$ cat src/common/ppc_pkg.sv
// Constants shared by the parallel port pin control block.
package ppc_pkg;
   // Width of the port in pins.
   localparam int unsigned PPC_WIDTH = 8;
   // Width of the byte offset seen on the register port.
   localparam int unsigned PPC_ADDR_W = 8;
   // Byte offset of the read/write port pin data register.
   localparam logic [7:0] PPC_OFS_DATA = 8'h10;
   // Byte offset of the write-only port pin direction register.
   localparam logic [7:0] PPC_OFS_DIR = 8'h11;
   // Byte offset of the write-only port pin function select register.
   localparam logic [7:0] PPC_OFS_FSEL = 8'h12;
   // Function select after reset: every pin in general-purpose mode.
   localparam logic [7:0] PPC_RST_FSEL = 8'h00;
   // Direction after reset: every pin an input.
   localparam logic [7:0] PPC_RST_DIR = 8'hff;
   // Output data latch after reset.
   localparam logic [7:0] PPC_RST_DATA = 8'h00;
   // Value returned for a read of an unmapped or write-only offset.
   localparam logic [7:0] PPC_RD_NONE = 8'h00;
   // Number of flip-flops in a pin synchroniser.
   localparam int unsigned PPC_SYNC_STAGES = 2;
endpackage

$ cat src/design/ppc_pin_sync.sv
`timescale 1ns/1ps
// Two-stage synchroniser, one chain per pin.
module ppc_pin_sync
#(
   parameter int unsigned WIDTH = 8
)
(
   input wire logic i_core_clk,
   input wire logic i_srst,
   input wire logic [WIDTH-1:0] i_async,
   output logic [WIDTH-1:0] o_sync
);
   // Each bit gets its own first and second stage; only the second is visible.
   genvar gi;
   generate
      for (gi = 0; gi < WIDTH; gi++)
      begin : g_bit
         logic meta; // First stage, read only by the second stage.
         logic stable; // Second stage, safe for logic to read.
         // The two stages are plain flip-flops cleared by the synchronous reset.
         always_ff @(posedge i_core_clk)
         begin
            if (i_srst)
            begin
               meta <= 1'b0;
               stable <= 1'b0;
            end
            else
            begin
               meta <= i_async[gi];
               stable <= meta;
            end
         end
         assign o_sync[gi] = stable;
      end
   endgenerate
endmodule

$ cat src/design/ppc_port.sv
`timescale 1ns/1ps
// Operation
// - Function bit: 0 general I/O, 1 alternate.
// - Direction bit: 0 output, 1 input.
// - Direction ignored for alternate-function pins.
// - Data write changes only I/O output pins.
// - Port read returns each pin's I/O value.
// - Data register at 0x10 is read/write.
// - Direction at 0x11 takes whole-byte writes.
// - Function value 0x09 hands pins 0,3 over.
// - All outputs: data bit 3 drives pin 3.
module ppc_port
(
   input wire logic i_core_clk, // Processor clock.
   input wire logic i_srst, // Synchronous reset, active high.
   input wire logic [ppc_pkg::PPC_ADDR_W-1:0] i_addr, // Byte offset of the access.
   input wire logic i_wr, // Write strobe, one cycle per byte written.
   input wire logic i_rd, // Read strobe, one cycle per byte read.
   input wire logic [ppc_pkg::PPC_WIDTH-1:0] i_wdata, // Write data byte.
   output logic [ppc_pkg::PPC_WIDTH-1:0] o_rdata, // Read data, valid the cycle after i_rd.
   input wire logic [ppc_pkg::PPC_WIDTH-1:0] i_pin_in, // Level seen on each pin.
   output logic [ppc_pkg::PPC_WIDTH-1:0] o_pin_out, // Level driven on each pin.
   output logic [ppc_pkg::PPC_WIDTH-1:0] o_pin_oe, // High while the pin is driven.
   input wire logic [ppc_pkg::PPC_WIDTH-1:0] i_alt_out, // Alternate function drive level.
   input wire logic [ppc_pkg::PPC_WIDTH-1:0] i_alt_oe, // Alternate function drive enable.
   output logic [ppc_pkg::PPC_WIDTH-1:0] o_alt_in, // Synchronised pins for alternate use.
   output logic [ppc_pkg::PPC_WIDTH-1:0] o_alt_sel // Pins handed to their alternate function.
);
   import ppc_pkg::*;

   // Short name for the port width; every per-pin vector below uses it.
   localparam int unsigned W = PPC_WIDTH;

   // Register state, the next values computed for it and the decoded strobes.
   logic [W-1:0] fsel; // Function select register, 1 means alternate function.
   logic [W-1:0] dir; // Direction register, 1 means input.
   logic [W-1:0] data; // Output data latch.
   logic [W-1:0] pin_sync; // Pin levels after the synchroniser.
   logic [W-1:0] next_fsel; // Next function select.
   logic [W-1:0] next_dir; // Next direction.
   logic [W-1:0] next_data; // Next output data latch.
   logic [W-1:0] next_rdata; // Next read data.
   logic [W-1:0] next_pin_out; // Next pin drive level.
   logic [W-1:0] next_pin_oe; // Next pin drive enable.
   logic [W-1:0] io_out; // Pins that are general I/O and outputs now.
   logic [W-1:0] next_io_out; // Pins that are general I/O and outputs after this edge.
   logic [W-1:0] port_value; // Current I/O value of each pin.
   logic wr_data; // Write to the data register.
   logic wr_dir; // Write to the direction register.
   logic wr_fsel; // Write to the function select register.

   // External pins cross into the clock domain before any logic sees them.
   ppc_pin_sync #(.WIDTH(W)) u_sync
   (
      .i_core_clk(i_core_clk),
      .i_srst(i_srst),
      .i_async(i_pin_in),
      .o_sync(pin_sync)
   );

   // Address decode of the three byte registers.
   assign wr_data = i_wr && (i_addr == PPC_OFS_DATA);
   assign wr_dir = i_wr && (i_addr == PPC_OFS_DIR);
   assign wr_fsel = i_wr && (i_addr == PPC_OFS_FSEL);

   // Only general-purpose pins set as outputs take the data latch.
   assign io_out = ~fsel & ~dir;
   assign next_io_out = ~next_fsel & ~next_dir;

   // An output pin reads back its latch, any other pin its synchronised level.
   assign port_value = (data & io_out) | (pin_sync & ~io_out);

   // Next values of the configuration, latch, pins and read data.
   always_comb
   begin
      next_fsel = fsel;
      next_dir = dir;
      next_data = data;
      next_rdata = PPC_RD_NONE;
      if (wr_fsel)
      begin
         // Each bit picks general I/O or the alternate function.
         next_fsel = i_wdata;
      end
      if (wr_dir)
      begin
         // The whole byte replaces the direction register.
         next_dir = i_wdata;
      end
      if (wr_data)
      begin
         // Bits of pins that are not I/O outputs keep their latched value.
         next_data = (i_wdata & io_out) | (data & ~io_out);
      end
      if (i_rd && (i_addr == PPC_OFS_DATA))
      begin
         // The data register is the only readable one; the others read as zero.
         next_rdata = port_value;
      end
      // Alternate pins follow their function; the others follow latch and direction.
      next_pin_out = (next_fsel & i_alt_out) | (~next_fsel & next_data);
      next_pin_oe = (next_fsel & i_alt_oe) | next_io_out;
   end

   // Registers of the block; reset leaves every pin a general-purpose input.
   always_ff @(posedge i_core_clk)
   begin
      if (i_srst)
      begin
         fsel <= PPC_RST_FSEL;
         dir <= PPC_RST_DIR;
         data <= PPC_RST_DATA;
         o_rdata <= PPC_RD_NONE;
         o_pin_out <= PPC_RST_DATA;
         o_pin_oe <= '0;
         o_alt_in <= '0;
         o_alt_sel <= PPC_RST_FSEL;
      end
      else
      begin
         fsel <= next_fsel;
         dir <= next_dir;
         data <= next_data;
         o_rdata <= next_rdata;
         o_pin_out <= next_pin_out;
         o_pin_oe <= next_pin_oe;
         o_alt_in <= pin_sync;
         o_alt_sel <= next_fsel;
      end
   end
endmodule

$ cat config.mk
export PLATFORM = sky130hd
export DESIGN_NAME = ppc_port
export DESIGN_NICKNAME = d
export VERILOG_FILES = /design/src/common/ppc_pkg.sv /design/src/design/ppc_pin_sync.sv /design/src/design/ppc_port.sv
export SDC_FILE = /design/constraint.sdc
export NUM_CORES = 1
export LEC_CHECK = 0
export ABC_AREA = 1
export BUFFER_PORTS_ARGS = -buffer_cell sky130_fd_sc_hd__buf_4
export CAP_MARGIN = 25
export CORE_ASPECT_RATIO = 1.75
export CORE_UTILIZATION = 45
export DETAILED_ROUTE_END_ITERATION = 10
export GPL_ROUTABILITY_DRIVEN = 0
export PLACE_DENSITY = 0.78
export REMOVE_ABC_BUFFERS = 1
export SYNTH_ARGS = -nofsm -noshare
export SYNTH_HDL_FRONTEND = slang
export SYNTH_SLANG_ARGS = --single-unit
export TNS_END_PERCENT = 10
$ cat constraint.sdc
create_clock -name i_core_clk -period 1 [get_ports i_core_clk]
set_input_delay 0.2 -clock i_core_clk [delete_from_list [all_inputs] [get_ports i_core_clk]]
set_output_delay 0.2 -clock i_core_clk [all_outputs]
set_load 0.03 [all_outputs]
**Word-level counts from Yosys, hierarchy flattened**

Index checks and enable logic that the tools add are counted.

- Reduce and logical (&&, ||, !) cells: 5
- Bitwise operators: 19
- Mux-type cells: 3
- Equality and inequality tests: 3

Operators with widths:

| cell | count |
|---|---|
| bitwise AND 8 bit | 9 |
| NOT 8 bit | 5 |
| bitwise OR 8 bit | 4 |
| equality test 8 x 5 -> 1 bit, second input constant | 3 |
| two-way mux 8 bit | 3 |
| logical AND 1 bit | 4 |
| OR reduction 2 bit | 1 |
| NOT 1 bit | 1 |

- Input port bits: 44
- Word-level logic and storage cells: 53
- Register bits: 72
- Output and inout port bits: 40

**Depth between registers and ports, before layout**

- Depth in word-level cells: 8
- Depth in mapped cells: 8
- Gate-level depth less buffers: 8

**By module**

A second synthesis with hierarchy kept.

- Cells, all modules: 374
- Area, all modules: 2846.5 um2

By module, submodules not included:

| module | seq. area each (um2) | cells each | area each (um2) | instances |
|---|---|---|---|---|
| ppc_port | 1121.1 | 316 | 2312.2 | 1 |
| ppc_pin_sync | 320.3 | 58 | 534.3 | 1 |

**Worst setup path before layout**

No wires, ideal clock.

- Kind: register to register
- From: register fsel[1]
- To: register o_pin_out[1] (netlist bit)
- Arrival time: 1.002 ns
- Required time: 0.930 ns
- Setup time: 0.070 ns
- Slack: -0.072 ns
- Path buffers: 0
- Stages on the path, launching flop included: 7
- Period minus slack after synthesis: 1.072 ns
- Path through: dfxtp_1 -> nor2_1 -> nor2_1 -> nor2_1 -> nand3_1 -> nand3_1 -> a21oi_1

- Word-level cells in the longest chain between the ends: 8
- Elaborated cells between the ends (all ways): 12
- Classes of those cells: 2 x mux; 10 x bitwise

Ends and longest elaborated chain:

| what | line | source |
|---|---|---|
| start, declared | ppc_port.sv:35 | `logic [W-1:0] fsel;` |
| start signal, assigned | ppc_port.sv:121 | `fsel <= next_fsel;` |
| NOT 8 bit | ppc_port.sv:67 | `assign io_out = ~fsel & ~dir;` |
| bitwise AND 8 bit | ppc_port.sv:67 |  |
| NOT 8 bit | ppc_port.sv:93 | `next_data = (i_wdata & io_out) \| (data & ~io_out);` |
| bitwise AND 8 bit | ppc_port.sv:93 |  |
| bitwise OR 8 bit | ppc_port.sv:93 |  |
| two-way mux 8 bit | ppc_port.sv:90 | `if (wr_data)` |
| bitwise AND 8 bit | ppc_port.sv:101 | `next_pin_out = (next_fsel & i_alt_out) \| (~next_fsel & next_data);` |
| bitwise OR 8 bit * | ppc_port.sv:101 |  |
| end signal, assigned | ppc_port.sv:125 | `o_pin_out <= next_pin_out;` |
| end, declared | ppc_port.sv:22 | `output logic [ppc_pkg::PPC_WIDTH-1:0] o_pin_out,` |

Mark *: on every way between the ends. The rest lies on a longest branch, timed or not.
A chain may end at the register's enable or synchronous reset.

==> run metrics <==
status finished, violations left; failing checks negative setup slack; capturing point of the worst reg2reg path o_pin_out[6]; deepest clock path buffer count 2; Area growth syn-to-layout 55.3%; count of non-filler cells in the finished layout approximately 560; part of the cycle the worst path needs 112%; Post-layout nets between 500 and 600; relative slew slack about four fifths; antenna violations before repair 0; min-delay worst type input port to flip-flop; width of the chip 61.7 um; launching element of the worst setup path fsel[2]; number of nets with antenna violations after detailed routing 0; total die area about 6600 um2; Final Routed Wirelength ~7600 um; Yosys warning count 0; dominant cell by count in the synthesized netlist sky130_fd_sc_hd__nor2_1; slack of the worst reg-to-reg path -0.07 ns; maximum ir drop on the vdd rail 1.23 mV; leading register cell type out of synthesis sky130_fd_sc_hd__dfxtp_1; Crit-path slowest cell sky130_fd_sc_hd__dfxtp_2; largest fanout on the critical path 3; number of iterations in the first detailed-routing pass 5; final number of setup-violating endpoints 23; Setup Skew 0.00985 ns; grt ovf 0; flops & latches, synth roughly 70; fill count around 440; worst hold slack across all endpoints ~0.05 ns; distinct cell type count after synthesis 21; first-pass GRT wire length about 12000 um; unrepaired setup endpoints after global routing true; achievable clock frequency around 0.90 GHz; global routing usage summed across all routing layers between 20% and 30%; number of vias in the routed layout 2714; post-synthesis area per instance 7.62 um2; sum of negative setup slack -0.851 ns; CTS clock-pin slew for the worst setup and hold paths around 0.080 ns; critical path, cell by cell buf_6 -> buf_6; count of clock tree sinks 72; worst endpoint required time ~0.80 ns; power density normalized to cell area 1470 nW/um2; leakage power figure between 2 and 2.5 nW; Syn Inst Count approximately 370; logic depth of the worst register-to-register path 6; clock period minus worst slack 1.12 ns; number of H-tree levels 3; number of pins exceeding their max-slew limit in the final report 0; synth top area cells sky130_fd_sc_hd__dfxtp_1 51%, sky130_fd_sc_hd__nor2_1 11%, sky130_fd_sc_hd__inv_1 9.8%; Inserted Clock Buffers 9; path type of the worst setup path flip-flop to primary output; overall die height approximately 110 um; fraction of post-synthesis cell area in the top cell type by area between 50% and 60%; combined area of all synthesized cells roughly 2800 um2; CTS root buffer sky130_fd_sc_hd__clkbuf_8; final hold violations 0; antenna fix cells 0; Skew-Pair Late Insertion Delay approximately 0.35 ns; number of enable flip-flop cells after synthesis 0; most frequent cells after synthesis 84 x sky130_fd_sc_hd__nor2_1, 73 x sky130_fd_sc_hd__inv_1, 72 x sky130_fd_sc_hd__dfxtp_1; slew of the pin with the lowest slew margin 0.274 ns; launching element type of the critical path flip-flop; average via count per standard cell between 4 and 5; detailed-route wire length per cell 13.6 um; clock tree from TritonCTS done; placed wire-length estimate approximately 5000 um; CORE AREA about 5900 um2; cell accounting for the most synthesized area sky130_fd_sc_hd__dfxtp_1; Placed Instances 543; Most Frequent Cell on Critical Path sky130_fd_sc_hd__buf_6; instance count on the critical path 2; via count of the first global-routing pass 2730; Setup crit end o_alt_sel[2]; standard-cell rows 37; share of final-layout standard cells stronger than drive strength 1 45.4%; PortBufs 83; delay of the slowest cell on the worst path 0.34 ns; share of the yosys chip area belonging to registers 51.4%; arrival time of the worst setup path 0.92 ns; count of pins on the block boundary 84; post-layout worst setup margin -0.117 ns; Top Family by Delay on Critical Path flip-flops; total DRC errors in the routed layout 0; effective utilization at floorplan 47.3%; max cap viols 0; Iteration-0 DRC Markers 96; Critical Path End Type primary output; maximum number of pins on one net before global-route repair 25; ys async rst share 0%; number of buffers and inverters on the critical path 2
-- layout by cell type, fill, tap and decap left out, drive strengths merged --
cell type / synthesis / routed
buf: 4 / 107
nor2: 89 / 89
inv: 75 / 75
dfxtp: 72 / 72
nand3: 51 / 51
nand2: 40 / 40
a21oi: 24 / 24
clkbuf: 2 / 11
nor3: 8 / 8
bufinv: 0 / 4
clkinv: 2 / 2
nand3b: 1 / 1
clkinvlp: 0 / 1
-- worst min-delay path by stage --
stage	start	end	slack [ns]	depth (start not counted)
final	i_pin_in[2]	u_sync.g_bit[2].meta	0.05	3
after global routing	i_pin_in[2]	u_sync.g_bit[2].meta	0.04	3
after CTS	i_pin_in[4]	u_sync.g_bit[4].meta	0.04	3
after detailed placement	u_sync.g_bit[2].meta	u_sync.g_bit[2].stable	0.40	2
after global placement	u_sync.g_bit[6].meta	u_sync.g_bit[6].stable	0.39	2
after floorplan	i_srst	u_sync.g_bit[0].meta	0.27	1
-- routing by layer --
layer	share of wire, %	track usage [%]	vias up
met5	0	0	-
met4	3.2	14.8	0
met1	36	26.8	1259
li1	-	-	1345
met2	56	43.9	90
met3	4.9	5.35	20
-- worst register-to-register path, cell delays in order (launching register included) --
cell                      delay (ns)
sky130_fd_sc_hd__dfxtp_1        0.35
sky130_fd_sc_hd__nor2_2         0.14
sky130_fd_sc_hd__nor2_1         0.05
sky130_fd_sc_hd__nor2_1         0.13
sky130_fd_sc_hd__nand3_1        0.13
sky130_fd_sc_hd__nand3_2        0.10
sky130_fd_sc_hd__a21oi_1        0.07
-- area by class of cell --
| class | count | area [um2] | area share (%) |
|---|---|---|---|
| tap | 78 | 97.6 | 2.24 |
| inverter | 77 | 292 | 6.70 |
| timing repair buffer | 107 | 1010 | 23.2 |
| clock buffer | 11 | 141 | 3.25 |
| sequential | 72 | 1510 | 34.7 |
| multi-input combinational | 213 | 1170 | 27.0 |
| clock inverter | 5 | 128 | 2.93 |
-- where the power goes --
part           switching [mW]  internal, mW
combinational           0.224         0.210
clock                    1.07          1.98
sequential             0.0156          2.89
-- repair_timing --
item / CTS / global route
endpoints found under the setup margin: 49 / 74
hold buffers: 0 / 0
pin swaps: 1 / 12
resized for setup: 91 / 35
buffers inserted: 2 / 2
-- cells by family after synthesis --
family | share of synthesized area (%)
DFF | 51.4
and+or+nand+nor | 32.3
buffers and inverters | 11.6
AOI/OAI and AO/OA | 4.69
-- through the flow --
step                      setup WS (ns)  instance area (um2)  utilization, %  power (mW)
after floorplan                 -0.0824                 2770               -        3.14
final                            -0.117                 4350            73.5        6.39
after CTS                        -0.127                 4200            70.9        6.40
after detailed placement         -0.345                 3680            62.1        3.39
after global placement           -0.331                 3680            62.1        3.39
after global routing             -0.153                 4350            73.5        6.63
No activity file was read; power rests on OpenSTA's default activity.
